--- config.mk ---
export PLATFORM = sky130hd
export DESIGN_NAME = pth_timer
export DESIGN_NICKNAME = d
export VERILOG_FILES = /design/src/rtl/pth_pkg.sv /design/src/rtl/pth_timer.sv
export VERILOG_INCLUDE_DIRS = /design/src /design/src/rtl
export SDC_FILE = /design/constraint.sdc
export NUM_CORES = 1
export LEC_CHECK = 0
export BUFFER_PORTS_ARGS = -buffer_cell sky130_fd_sc_hd__buf_2
export CAP_MARGIN = 20
export CORE_UTILIZATION = 56
export CTS_BUF_LIST = sky130_fd_sc_hd__clkbuf_4 sky130_fd_sc_hd__clkbuf_8
export DETAILED_ROUTE_END_ITERATION = 12
export PLACE_DENSITY = 0.9
export SLEW_MARGIN = 0
export SYNTH_ARGS = -nofsm -noshare
export SYNTH_HDL_FRONTEND = slang
export SYNTH_SLANG_ARGS = --single-unit
export TNS_END_PERCENT = 100
--- constraint.sdc ---
create_clock -name core_clk -period 3.39 [get_ports core_clk]
set_input_delay 0.1695 -clock core_clk [delete_from_list [all_inputs] [get_ports core_clk]]
set_output_delay 0.1695 -clock core_clk [all_outputs]
set_load 0.005 [all_outputs]
--- src/rtl/pth_defines.svh ---
/*
 * register offsets, field positions, reset values and mode codes for the
 * period timer with hardware limit.
 * assumes inclusion by bare name from the timer and bench files.
 */
`ifndef PTH_DEFINES_SVH
`define PTH_DEFINES_SVH

// ---------------------------------------------------------------
// register byte offsets
// ---------------------------------------------------------------
`define PTH_OFS_COUNT    6'h00
`define PTH_OFS_PERIOD   6'h04
`define PTH_OFS_CTRL     6'h08
`define PTH_OFS_LIMIT    6'h0C
`define PTH_OFS_RSTSEL   6'h10
`define PTH_OFS_STATUS   6'h14
`define PTH_OFS_MASK     6'h18

// ---------------------------------------------------------------
// reset values
// ---------------------------------------------------------------
`define PTH_RST_COUNT    8'h00
`define PTH_RST_PERIOD   8'hFF

// ---------------------------------------------------------------
// control register fields
// ---------------------------------------------------------------
`define PTH_CTRL_RUN     7
`define PTH_CTRL_PRE_HI  6
`define PTH_CTRL_PRE_LO  4
`define PTH_CTRL_OPS_HI  3
`define PTH_CTRL_OPS_LO  0

// ---------------------------------------------------------------
// mode field codes (bits 4:3 class, bits 2:0 trigger)
// ---------------------------------------------------------------
`define PTH_CLS_FREE     2'h0
`define PTH_CLS_ONESHOT  2'h1
`define PTH_CLS_MONO     2'h2
`define PTH_TRG_NONE     3'h0
`define PTH_TRG_GATE_HI  3'h1
`define PTH_TRG_GATE_LO  3'h2
`define PTH_TRG_RST_RISE 3'h3
`define PTH_TRG_RST_FALL 3'h4
`define PTH_TRG_RST_ANY  3'h5
`define PTH_TRG_RST_HI   3'h6
`define PTH_TRG_RST_LO   3'h7

// ---------------------------------------------------------------
// status bits
// ---------------------------------------------------------------
`define PTH_ST_MATCH     0
`define PTH_ST_PULSE     1
`define PTH_ST_EXTRST    2

`endif

--- src/rtl/pth_pkg.sv ---
/*
 * types shared by the period timer.
 * assumes pth_defines.svh is available on the include path.
 */
package pth_pkg;
  // ---------------------------------------------------------------
  // bus slave request
  // ---------------------------------------------------------------
  typedef struct packed {
    logic [5:0]  address;
    logic        read;
    logic        write;
    logic [31:0] writedata;
    logic [3:0]  byteenable;
  } pth_req_t;

  // ---------------------------------------------------------------
  // signals offered to the pwm logic
  // ---------------------------------------------------------------
  typedef struct packed {
    logic [7:0] count;
    logic       match;
    logic       tick;
  } pth_pwm_t;
endpackage : pth_pkg

--- src/rtl/pth_timer.sv ---
/*
 * eight-bit period timer with prescaler, postscaler, external reset
 * source and avalon-mm register slave.
 * assumes ext_src pins are asynchronous; one 250 mhz clock domain.
 */
`timescale 1ns/1ps
`include "pth_defines.svh"
module pth_timer
  import pth_pkg::*;
#(
  parameter int SRC_N = 16
) (
  input  wire logic             core_clk,
  input  wire logic             reset,
  input  wire logic [5:0]       avs_address,
  input  wire logic             avs_read,
  input  wire logic             avs_write,
  input  wire logic [31:0]      avs_writedata,
  input  wire logic [3:0]       avs_byteenable,
  output logic      [31:0]      avs_readdata,
  output logic                  avs_waitrequest,
  input  wire logic [SRC_N-1:0] ext_src,
  input  wire logic             debug_freeze,
  output logic                  postscaled_pulse,
  output logic                  conv_trigger,
  output logic                  shutdown_src,
  output pth_pwm_t              pwm_info,
  output logic                  irq
);
  initial begin
    if (SRC_N < 2 || SRC_N > 16) $error("SRC_N must be 2..16");
  end

  // ---------------------------------------------------------------
  // state
  // ---------------------------------------------------------------
  pth_req_t   req;
  logic [7:0] count_r, count_nxt, period_r, period_nxt;
  logic [7:0] ctrl_r, ctrl_nxt;
  logic [4:0] limit_r, limit_nxt;
  logic [3:0] rsel_r, rsel_nxt;
  logic [2:0] stat_r, stat_nxt, mask_r, mask_nxt;
  logic [6:0] pre_r, pre_nxt;
  logic [3:0] post_r, post_nxt;
  logic       pulse_r, pulse_nxt, match_r, match_nxt;
  logic       halt_r, halt_nxt;
  logic       ack_r, ack_nxt;
  logic [31:0] rdata_r, rdata_nxt;
  logic [SRC_N-1:0] sync1_r, sync2_r;
  logic       src_d_r;
  logic       tick, src, rise, fall, ext_rst, gate_ok;
  logic       wr_count, wr_period, wr_ctrl, run_rise;
  logic [1:0] cls;
  logic [2:0] trg;

  assign req = '{avs_address, avs_read, avs_write, avs_writedata,
                 avs_byteenable};

  // prescale ratio 1,2,4..128 from three bits
  function automatic logic [6:0] pre_limit(input logic [2:0] sel);
    pre_limit = 7'(({6'h00, 1'b1} << sel) - 7'h01);
  endfunction : pre_limit

  // two-flop synchroniser for the external sources
  always_ff @(posedge core_clk) begin
    if (reset) begin
      sync1_r <= '0;
      sync2_r <= '0;
      src_d_r <= 1'b0;
    end else begin
      sync1_r <= ext_src;
      sync2_r <= sync1_r;
      src_d_r <= src;
    end
  end

  // source select and trigger decode
  assign src  = sync2_r[rsel_r[$clog2(SRC_N)-1:0]];
  assign rise = src & ~src_d_r & ~debug_freeze;
  assign fall = ~src & src_d_r & ~debug_freeze;
  assign cls  = limit_r[4:3];
  assign trg  = limit_r[2:0];

  // external reset event per trigger code
  always_comb begin
    case (trg)
      `PTH_TRG_RST_RISE: ext_rst = rise;
      `PTH_TRG_RST_FALL: ext_rst = fall;
      `PTH_TRG_RST_ANY:  ext_rst = rise | fall;
      `PTH_TRG_RST_HI:   ext_rst = src & ~debug_freeze;
      `PTH_TRG_RST_LO:   ext_rst = ~src & ~debug_freeze;
      default:           ext_rst = 1'b0;
    endcase
  end

  // gate qualification; frozen gate follows the source delayed one cycle
  always_comb begin
    case (trg)
      `PTH_TRG_GATE_HI: gate_ok = debug_freeze ? src_d_r : src;
      `PTH_TRG_GATE_LO: gate_ok = debug_freeze ? ~src_d_r : ~src;
      default:          gate_ok = 1'b1;
    endcase
  end

  // bus strobes; writes land at the edge where waitrequest is low
  assign wr_count  = req.write & req.byteenable[0]
                     & (req.address == `PTH_OFS_COUNT) & ack_r;
  assign wr_period = req.write & req.byteenable[0]
                     & (req.address == `PTH_OFS_PERIOD) & ack_r;
  assign wr_ctrl   = req.write & req.byteenable[0]
                     & (req.address == `PTH_OFS_CTRL) & ack_r;
  assign run_rise  = wr_ctrl & req.writedata[`PTH_CTRL_RUN]
                     & ~ctrl_r[`PTH_CTRL_RUN];
  assign tick = ctrl_r[`PTH_CTRL_RUN] & ~halt_r & gate_ok
                & (pre_r == pre_limit(ctrl_r[6:4]));

  // ---------------------------------------------------------------
  // timer core and register file
  // ---------------------------------------------------------------
  always_comb begin
    count_nxt  = count_r;
    period_nxt = period_r;
    ctrl_nxt   = ctrl_r;
    limit_nxt  = limit_r;
    rsel_nxt   = rsel_r;
    mask_nxt   = mask_r;
    pre_nxt    = pre_r;
    post_nxt   = post_r;
    pulse_nxt  = 1'b0;
    halt_nxt   = halt_r;
    match_nxt  = 1'b0;
    stat_nxt   = stat_r;
    ack_nxt    = 1'b0;
    rdata_nxt  = rdata_r;
    // prescaler runs while enabled, not halted and gated on
    if (ctrl_r[`PTH_CTRL_RUN] && !halt_r && gate_ok)
      pre_nxt = tick ? 7'h00 : 7'(pre_r + 7'h01);
    if (tick) begin
      if (count_r == period_r) begin
        count_nxt = `PTH_RST_COUNT;
        match_nxt = 1'b1;
        if (post_r == ctrl_r[3:0]) begin
          post_nxt  = 4'h0;
          pulse_nxt = 1'b1;
        end else begin
          post_nxt = 4'(post_r + 4'h1);
        end
        if (cls == `PTH_CLS_ONESHOT)
          ctrl_nxt[`PTH_CTRL_RUN] = 1'b0;
      end else begin
        count_nxt = 8'(count_r + 8'h01);
      end
    end
    // monostable: halt after match, run bit stays set
    if (tick && count_r == period_r && cls == `PTH_CLS_MONO)
      halt_nxt = 1'b1;
    if (ext_rst) begin
      count_nxt = `PTH_RST_COUNT;
      pre_nxt   = 7'h00;
      post_nxt  = 4'h0;
      halt_nxt  = 1'b0;
    end
    // register writes
    if (wr_count) begin
      count_nxt = req.writedata[7:0];
      pre_nxt   = 7'h00;
      post_nxt  = 4'h0;
    end
    if (wr_period) period_nxt = req.writedata[7:0];
    if (wr_ctrl) begin
      ctrl_nxt = req.writedata[7:0];
      pre_nxt  = 7'h00;
      post_nxt = 4'h0;
      halt_nxt = 1'b0;
    end
    if (req.write && req.byteenable[0] && ack_r) begin
      if (req.address == `PTH_OFS_LIMIT) limit_nxt = req.writedata[4:0];
      if (req.address == `PTH_OFS_RSTSEL) rsel_nxt = req.writedata[3:0];
      if (req.address == `PTH_OFS_MASK) mask_nxt = req.writedata[2:0];
      if (req.address == `PTH_OFS_STATUS)
        stat_nxt = stat_r & ~req.writedata[2:0];
    end
    // sticky events, set wins over clear
    stat_nxt[`PTH_ST_MATCH]  = stat_nxt[`PTH_ST_MATCH] | match_nxt;
    stat_nxt[`PTH_ST_PULSE]  = stat_nxt[`PTH_ST_PULSE] | pulse_nxt;
    stat_nxt[`PTH_ST_EXTRST] = stat_nxt[`PTH_ST_EXTRST] | ext_rst;
    // bus answer one cycle after request
    if ((req.read || req.write) && !ack_r) begin
      ack_nxt = 1'b1;
      case (req.address)
        `PTH_OFS_COUNT:  rdata_nxt = {24'h000000, count_r};
        `PTH_OFS_PERIOD: rdata_nxt = {24'h000000, period_r};
        `PTH_OFS_CTRL:   rdata_nxt = {24'h000000, ctrl_r};
        `PTH_OFS_LIMIT:  rdata_nxt = {27'h000000, limit_r};
        `PTH_OFS_RSTSEL: rdata_nxt = {28'h0000000, rsel_r};
        `PTH_OFS_STATUS: rdata_nxt = {29'h0000000, stat_r};
        `PTH_OFS_MASK:   rdata_nxt = {29'h0000000, mask_r};
        default:         rdata_nxt = 32'h00000000;
      endcase
    end
  end

  // registers
  always_ff @(posedge core_clk) begin
    if (reset) begin
      count_r  <= `PTH_RST_COUNT;
      period_r <= `PTH_RST_PERIOD;
      ctrl_r   <= 8'h00;
      limit_r  <= 5'h00;
      rsel_r   <= 4'h0;
      mask_r   <= 3'h0;
      stat_r   <= 3'h0;
      pre_r    <= 7'h00;
      post_r   <= 4'h0;
      pulse_r  <= 1'b0;
      match_r  <= 1'b0;
      halt_r   <= 1'b0;
      ack_r    <= 1'b0;
      rdata_r  <= 32'h00000000;
    end else begin
      count_r  <= count_nxt;
      period_r <= period_nxt;
      ctrl_r   <= ctrl_nxt;
      limit_r  <= limit_nxt;
      rsel_r   <= rsel_nxt;
      mask_r   <= mask_nxt;
      stat_r   <= stat_nxt;
      pre_r    <= pre_nxt;
      post_r   <= post_nxt;
      pulse_r  <= pulse_nxt;
      match_r  <= match_nxt;
      halt_r   <= halt_nxt;
      ack_r    <= ack_nxt;
      rdata_r  <= rdata_nxt;
    end
  end

  // ---------------------------------------------------------------
  // outputs
  // ---------------------------------------------------------------
  assign postscaled_pulse = pulse_r;
  assign conv_trigger     = pulse_r;
  assign shutdown_src     = pulse_r;
  assign pwm_info         = '{count_r, match_r, tick};
  assign avs_readdata     = rdata_r;
  assign avs_waitrequest  = (avs_read | avs_write) & ~ack_r;
  assign irq              = |(stat_r & mask_r);
endmodule : pth_timer

==> results of run 1 <==
-- metal layers --
layer | up-vias | global-route usage [%] | part of all wire [%]
met3 | 22 | 6.24 | 6.7
met2 | 164 | 41.0 | 50
met1 | 1767 | 29.8 | 41
li1 | 1806 | - | -
met5 | - | 0 | 0
met4 | 0 | 10.0 | 2.0
-- placed cells by master (no fill, tap or decap), types with 10 or more instances in the layout --
| cell type | netlist | routed |
|---|---|---|
| dfxtp_1 | 95 | 95 |
| buf_2 | 3 | 58 |
| nor2_1 | 56 | 56 |
| nor2b_1 | 49 | 49 |
| mux2i_1 | 32 | 32 |
| nand2_1 | 26 | 26 |
| conb_1 | 1 | 24 |
| a21oi_1 | 20 | 20 |
| xor2_1 | 17 | 17 |
| inv_1 | 10 | 10 |
| o21ai_0 | 10 | 10 |
-- sequential cells by signal (all words and copies together), names as in the netlist --
name and cells:
sync1_r 16, post_r 4, sync2_r 16, ctrl_r 8, avs_readdata 8, rsel_r 4, ack_r 1, pre_r 7
stat_r 3, match_r 1, halt_r 1, limit_r 5, count_r 8, src_d_r 1, mask_r 3, conv_trigger 1
period_r 8
-- stage by stage --
| stage | setup WS, ns | std cells | hold slack [ns] | power (W) |
|---|---|---|---|---|
| floorplan | 0.962 | 525 | 0.287 | 0.00126 |
| global placement | 0.625 | 638 | 0.377 | 0.00128 |
| detailed placement | 0.569 | 638 | 0.381 | 0.00128 |
| CTS | 0.493 | 662 | 0.00452 | 0.00209 |
| global route | 0.375 | 662 | 0.0137 | 0.00216 |
| finish | 0.514 | 662 | 0.0134 | 0.00207 |
-- cells in the mapped netlist (4+ instances only) --
cell type and instances:
nor3_1 8, nor2_2 6, a211oi_1 4, nand3_1 9, nor2_1 56, buf_4 28
a22oi_1 8, xor2_1 17, a211o_1 9, nor2b_1 49, dfxtp_1 95, mux2i_1 32
o22ai_1 4, mux4_2 5, nand4_1 5, nand2_1 26, xnor2_1 4, and3_1 6
clkbuf_1 19, a21oi_1 20, a32oi_1 4, inv_1 10, o21ai_0 10
-- timing repair --
action                                 CTS  global route
endpoints found under the hold margin    8             0
setup endpoints to repair                0             0
hold buffers                             8             0
-- worst max-delay path, delay by kind of cell (launching register included) --
kind / cells / cell delay (ns)
flip-flops: 1 / 0.51
AND/OR/NAND/NOR: 1 / 0.21
multiplexers: 2 / 0.74
AO/OA/AOI/OAI: 2 / 0.51
buffers and inverters: 2 / 0.36
-- cell families (layout without fill, tap and decap cells) --
family                   Yosys count  in the layout  share of synthesized area (%)
AO/OA/AOI/OAI                     85             85                           12.9
XOR/XNOR                          21             21                           4.00
adder cells (fa/ha/maj)            3              3                          0.817
buffers and inverters             64             99                           8.09
flip-flops                        95             95                           41.4
multiplexers                      40             40                           10.4
other                              1             24                         0.0816
AND/OR/NAND/NOR                  193            193                           22.3
-- layout make-up --
cell class	instances	area (um^2)
Clock inverter	7	103
Inverter	10	37.5
Sequential cell	95	1900
Multi-Input combinational cell	366	2410
Fill cell	642	2720
Tap cell	102	128
Timing Repair Buffer	73	423
Clock buffer	9	124
-- how the worst max path moves through the flow --
stage,end,cells past startpoint
finish,pwm_info[0],7
detailed placement,count_r[5]$_SDFFE_PP0P_,8
CTS,pwm_info[0],7
global route,pwm_info[0],7
global placement,count_r[6]$_SDFFE_PP0P_,8
floorplan,pre_r[0]$_SDFFE_PP0P_,9
-- power by group through the flow --
stage	clock network [W]	logic [W]	registers, W
finish	0.000808	0.000125	0.00114
CTS	0.000825	0.000123	0.00114
floorplan	0	0.0000930	0.00117
detailed placement	0	0.000116	0.00117
global placement	0	0.000112	0.00117
global route	0.000875	0.000137	0.00114
==> results.cfg, run 1 <==
[synth]
ys_seq_area_share_pct = 41.4
synth-edff-count = 0
syn_inst = 502
ys_types = 68
synth_ff_type = dfxtp_1
syn_area_per_cell_um2 = 9.15
synth_area_leaders = dfxtp_1 (41%), mux2i_1 (7.0%), nor2b_1 (6.7%)
syn_area_um2 = 4590
synth_top_area_cell = dfxtp_1
ys_ff_latch = 95
yosys_warnings = 0
synth_async_sr_flop_share_pct = 0
synth_top_cell_area_share_pct = 41.4

[global_routing]
grt.overflow.total = 0
grt_pass1_wl_um = 16400
grt_pass1_vias = 3551
grt_max_degree = 80
grt_use_total_pct = 24.5
antenna_found_initial = 0

[power_and_ir_drop]
p_leak_nw = 2.06
clkPwrFrac_pct = 38.9
combPwrFrac_pct = 6.0
pwr-share-seq_pct = 55.0
p_int_w = 0.00155
p_sw_w = 0.000520
swShare_pct = 25.1
irDropWorstVdd_v = 0.000353
p_per_area_nw_per_um2 = 405

[worst_setup_path]
required_ns = 3.22
critPathLaunch = rsel_r[0]$_SDFFE_PP0P_
slowest_delay_ns = 0.55
cp_cell_sequence = mux4_2, a22o_1, a31o_2, mux2i_4, buf_4, and2_1, buf_2
reg2reg_to = count_r[5]$_SDFFE_PP0P_
worstSetupPathType = flip-flop to output port
crit_path_top_delay_cell = mux4_2
reg2reg_depth = 8
crit_fanout = 14
critPathLaunchType = flip-flop
ff2ff_setup_slack_ns = 0.55
arrival_ns = 2.71
r2r-start = rsel_r[0]$_SDFFE_PP0P_
crit_path_end_kind = output port

[drt]
ant_nets = 0
wirelength_um = 10000
drt_iter0_drc = 221
drtPass1Iterations = 5
wl_per_cell_um = 15.2
vias_per_cell = 5.68
via_count = 3759
drt_drc_violations_left = 0

[sta]
fin_skew_ns = 0.0130
period_share_pct = 84.8
finalMaxSlewViolations = 0
rsz0062_at_grt = no
tightest_slew_ns = 1.00
fmax_ghz = 0.348
hold_viol = 0
maxSlewHeadroom_pct = 32.6
setup_viol = 0
setup_tns_ns = 0
min_period_ns = 2.88

[clock_tree]
clock-sinks = 95
cts_htree_levels = 3
clk_pin_slew_ns = 0.10
clock-root-buffer = clkbuf_8
cts_tree = done
cts_inserted_buffers = 9
cts_resized = 0
clock_path_buffers = 2
clk-insertion-delay-late_ns = 0.37
post_cts_buffers = 0

[die]
std_cell_rows = 32
dieArea_um2 = 8570
core_um2 = 7850
fp.dieH_um = 92.6
start_util_pct = 58.5
num_io_pins = 110
die_w_um = 92.6

[hold_path]
whs_path_depth = 2
hold_end = sync1_r[2]$_SDFF_PP0_
min_path_type = input pin to flip-flop
min-delay-start = ext_src[2]

[job]
drv_cap = 0

[final_layout]
syn2layout_area_growth_pct = 11.5
final_area_um2 = 5120
antennaDiodeCount = 0
fin_nets = 621
fin_util_pct = 65.3
final_layout_size_suffix_gt1_share_pct = 18.2

[placement]
place_area_um2 = 4820
gp_congestion = 0.860
port_buffers = 58
dp_hpwl_um = 7060

[run_status]
status = finished clean
No activity file was read; power rests on OpenSTA's default activity.
==> run 2: changes to the inputs <==
- clock period: 3.39 -> 2.8 ns (I/O delays scaled with it)
==> results.cfg, run 2 (synthesized netlist as in run 1, its figures left out) <==
[clock_tree]
clk_pin_slew_ns = 0.10
cts_htree_levels = 3
clock-sinks = 95
cts_inserted_buffers = 9
cts_tree = done
post_cts_buffers = 0
clk-insertion-delay-late_ns = 0.38
clock_path_buffers = 2
clock-root-buffer = clkbuf_8

[sta]
rsz0062_at_grt = no
fin_skew_ns = 0.0103
min_period_ns = 2.63
tightest_slew_ns = 0.744
maxSlewHeadroom_pct = 50.0
fmax_ghz = 0.381
period_share_pct = 93.8
setup_tns_ns = 0
setup_viol = 0
finalMaxSlewViolations = 0
hold_viol = 0

[worst_setup_path]
worstSetupPathType = flip-flop to flip-flop
crit_path_end_kind = flip-flop
crit_fanout = 7
required_ns = 3.12
critPathLaunchType = flip-flop
arrival_ns = 2.94

[drt]
ant_nets = 0
via_count = 3798
drt_drc_violations_left = 0
drt_iter0_drc = 387
drtPass1Iterations = 4
wl_per_cell_um = 15.2
wirelength_um = 10300
vias_per_cell = 5.61

[final_layout]
final_common_cell = dfxtp_1
syn2layout_area_growth_pct = 14.2
fin_nets = 636
mostFrequentLayoutCells = dfxtp_1 (94), buf_2 (58), nor2_1 (56)
antennaDiodeCount = 0
instances_no_fill = 677
final_area_um2 = 5250
final_layout_size_suffix_gt1_share_pct = 19.0
top_regs = sync1_r (16), sync2_r (16)

[power_and_ir_drop]
p_per_area_nw_per_um2 = 466
p_leak_nw = 2.12
irDropWorstVdd_v = 0.000362

[placement]
gp_congestion = 0.930
placedCellCount = 644
dp_hpwl_um = 7170
port_buffers = 58
place_area_um2 = 4870

[global_routing]
grt_max_degree = 56
grt_use_total_pct = 25.5
grt.overflow.total = 0
grt_pass1_wl_um = 17100
antenna_found_initial = 0
grt_pass1_vias = 3584

[hold_path]
min_path_type = input pin to flip-flop

[die]
dieArea_um2 = 8570
core_um2 = 7850
start_util_pct = 58.5
std_cell_rows = 32
fp.dieH_um = 92.6
die_w_um = 92.6
num_io_pins = 110

[job]
drv_cap = 0

[run_status]
status = finished clean
-- run 2: changes by cell type in the layout (fill, tap and decap cells not counted) --
cell           change
buf_4              +5
buf_12             +1
clkinv_8           -1
clkbuf_8           +1
dfxtp_2            +1
dlygate4sd3_1      +9
bufinv_16          -1
dfxtp_1            -1
clkinvlp_4         +1
-- run 2: final cells by class --
class,instances,area [um^2]
Tap cell,102,128
Inverter,10,37.5
Sequential cell,95,1900
Timing Repair Buffer,88,571
Multi-Input combinational cell,366,2410
Clock inverter,6,63.8
Clock buffer,10,138
Fill cell,608,2600
-- run 2: worst max-delay path, stage by stage (launching register included) --
cell	delay [ns]
dfxtp_2	0.43
mux4_2	0.53
a22o_1	0.24
a31o_2	0.28
mux2i_4	0.25
nand3_2	0.19
buf_4	0.20
or3_1	0.30
a21oi_1	0.14
-- run 2: worst paths after layout --
path                                        startpoint                  endpoint  slack (ns)  cells past startpoint
worst min-delay path                  avs_writedata[6]  period_r[6]$_SDFFE_PP1P_        0.01                      2
worst min register to register  sync1_r[14]$_SDFF_PP0_    sync2_r[14]$_SDFF_PP0_        0.44                      1
worst max-delay path            rsel_r[0]$_SDFFE_PP0P_    post_r[0]$_SDFFE_PP0P_        0.17                      8
worst max register to register  rsel_r[0]$_SDFFE_PP0P_    post_r[0]$_SDFFE_PP0P_        0.17                      8
-- run 2: power by group --
group          internal, W  switching (W)  leakage (nW)
logic            0.0000741      0.0000943          1.24
registers          0.00137     0.00000807         0.773
clock network     0.000371       0.000525        0.0997
total              0.00182       0.000627          2.12
-- run 2: layer usage --
metal	track usage, %	vias up	wire length (um)
met1	31.3	1802	4350
met5	0	-	0
met3	5.34	15	615
li1	-	1832	-
met2	44.1	149	5180
met4	8.72	0	181
-- run 2: through the flow --
step | utilization (%) | hold WS [ns] | setup WS, ns | power (W)
3_3_place_gp | 62.1 | 0.347 | 0.186 | 0.00155
3_5_place_dp | 62.1 | 0.352 | 0.0867 | 0.00156
6_report | 66.9 | 0.00991 | 0.174 | 0.00245
5_1_grt | 66.9 | 0.00933 | 0.0684 | 0.00254
2_1_floorplan | - | 0.258 | 0.372 | 0.00152
4_1_cts | 66.9 | 0.00415 | 0.0671 | 0.00245
-- run 2: what timing repair did --
| item | 4_1_cts | 5_1_grt |
|---|---|---|
| hold endpoints to repair | 17 | 0 |
| resized for setup | 0 | 1 |
| hold buffers | 17 | 0 |
| setup endpoints to repair | 0 | 7 |
==> run 3: changes to the inputs <==
- CAP_MARGIN: 20 -> unset
- CORE_ASPECT_RATIO: unset -> 1.4
- clock period: 2.8 -> 2.42 ns (I/O delays scaled with it)
==> results.cfg, run 3 (synthesized netlist as in run 1, its figures left out) <==
[clock_tree]
clk-insertion-delay-late_ns = 0.38
cts_tree = done
clock-root-buffer = clkbuf_8
clk_pin_slew_ns = 0.10
cts_inserted_buffers = 9
cts_htree_levels = 3
clock_path_buffers = 2
clock-sinks = 95

[final_layout]
instances_no_fill = 704
syn2layout_area_growth_pct = 24.9
final_layout_size_suffix_gt1_share_pct = 27.0
final_common_cell = dfxtp_1
register_area_um2 = 1910
multi_input_area_um2 = 2600
n_fill_cell = 512
fin_nets = 665
antennaDiodeCount = 0
mostFrequentLayoutCells = dfxtp_1 (94), buf_2 (57), nor2_1 (52)
top_regs = sync1_r (16), sync2_r (16)
fin_util_pct = 73.2

[worst_setup_path]
crit_fanout = 5
ff2ff_setup_slack_ns = -0.18
critPathLaunchType = flip-flop
required_ns = 2.30
crit_path_end_kind = output port
r2r-start = rsel_r[0]$_SDFFE_PP0P_
reg2reg_to = post_r[2]$_SDFFE_PP0P_
worstSetupPathType = flip-flop to output port
reg2reg_depth = 8
arrival_ns = 2.49

[placement]
placedCellCount = 659
port_buffers = 58
gp_congestion = 0.884
dp_hpwl_um = 7700

[drt]
via_count = 4230
drt_iter0_drc = 508
vias_per_cell = 6.01
wirelength_um = 12600
drtPass1Iterations = 6
drt_drc_violations_left = 0
wl_per_cell_um = 17.9
ant_nets = 0

[hold_path]
hold_end = period_r[4]$_SDFFE_PP1P_
min_path_type = input pin to flip-flop
min-delay-start = avs_writedata[4]
whs_path_depth = 2

[die]
std_cell_rows = 38
num_io_pins = 110
start_util_pct = 58.6
fp.dieH_um = 109
die_w_um = 78.6
dieArea_um2 = 8580
core_um2 = 7850

[sta]
timing.final.ws_setup_ns = -0.190
hold_viol = 0
min_period_ns = 2.61
setup_viol = 21
holdWs_ns = 0.0258
fin_skew_ns = 0.0172
fmax_ghz = 0.383
period_share_pct = 108
tightest_slew_ns = 0.842
finalMaxSlewViolations = 0
rsz0062_at_grt = yes
maxSlewHeadroom_pct = 43.9

[global_routing]
antenna_found_initial = 0
grt_use_total_pct = 29.6
grtUsageMet1_pct = 29.6
grt_max_degree = 84
grt_pass1_vias = 4184
grt_util_met2_pct = 52.5
grt_pass1_wl_um = 19500
busiest_layer = met2
use_met3_pct = 7.20
grt.overflow.total = 0

[run_status]
status = complete, but fails checks
violations = negative setup slack

[power_and_ir_drop]
p_leak_nw = 2.35
p_per_area_nw_per_um2 = 557
irDropWorstVdd_v = 0.000421

[job]
drv_cap = 0
## run 3: final cells by class
| cell class | instances | area share [%] |
|---|---|---|
| Multi-Input combinational cell | 367 | 45.3 |
| Sequential cell | 95 | 33.2 |
| Timing Repair Buffer | 116 | 13.8 |
| Clock buffer | 10 | 2.40 |
| Clock inverter | 6 | 2.40 |
| Tap cell | 100 | 2.18 |
| Inverter | 10 | 0.654 |
## run 3: metal layers
metal	part of all wire, %	routed length, um	vias up
met5	0	0	-
met4	6.3	789	0
met3	8.1	1020	74
met2	51	6470	285
met1	34	4330	1983
li1	-	-	1888
## run 3: worst max path at each step
stage / start / end / depth (start not counted)
detailed placement: rsel_r[0]$_SDFFE_PP0P_ / pre_r[3]$_SDFFE_PP0P_ / 8
global route: rsel_r[0]$_SDFFE_PP0P_ / post_r[2]$_SDFFE_PP0P_ / 8
finish: rsel_r[0]$_SDFFE_PP0P_ / pwm_info[0] / 8
CTS: rsel_r[0]$_SDFFE_PP0P_ / pwm_info[0] / 8
global placement: rsel_r[0]$_SDFFE_PP0P_ / count_r[2]$_SDFFE_PP0P_ / 7
floorplan: rsel_r[0]$_SDFFE_PP0P_ / count_r[2]$_SDFFE_PP0P_ / 9
## run 3: metrics by stage
stage	setup TNS [ns]	instance area [um^2]	total power, W	worst slack [ns]
global route	-3.91	5740	0.00329	-0.266
floorplan	0	4690	0.00176	0.0260
CTS	-2.40	5650	0.00320	-0.218
global placement	-1.72	4990	0.00179	-0.125
detailed placement	-3.20	4990	0.00180	-0.206
finish	-2.07	5740	0.00320	-0.190
## run 3: power by group
| part | switching (W) | leakage, nW | internal (W) |
|---|---|---|---|
| Sequential | 0.00000890 | 0.774 | 0.00159 |
| Combinational | 0.000117 | 1.44 | 0.0000898 |
| Clock | 0.000567 | 0.137 | 0.000826 |
| Total | 0.000693 | 2.35 | 0.00250 |
## run 3: critical path: stages, from the launching register on
cell and delay (ns):
dfxtp_4 0.40, mux4_2 0.52, or2_4 0.25, a31o_4 0.24, mux2i_4 0.20, buf_6 0.15
and2_4 0.15, buf_6 0.11, buf_6 0.10
## run 3: repair_timing
item	CTS	global route
buffers inserted	8	2
gates cloned	1	0
endpoints found under the setup margin	22	24
endpoints found under the hold margin	19	0
resized for setup	24	20
hold buffers	19	0
pin swaps	12	12
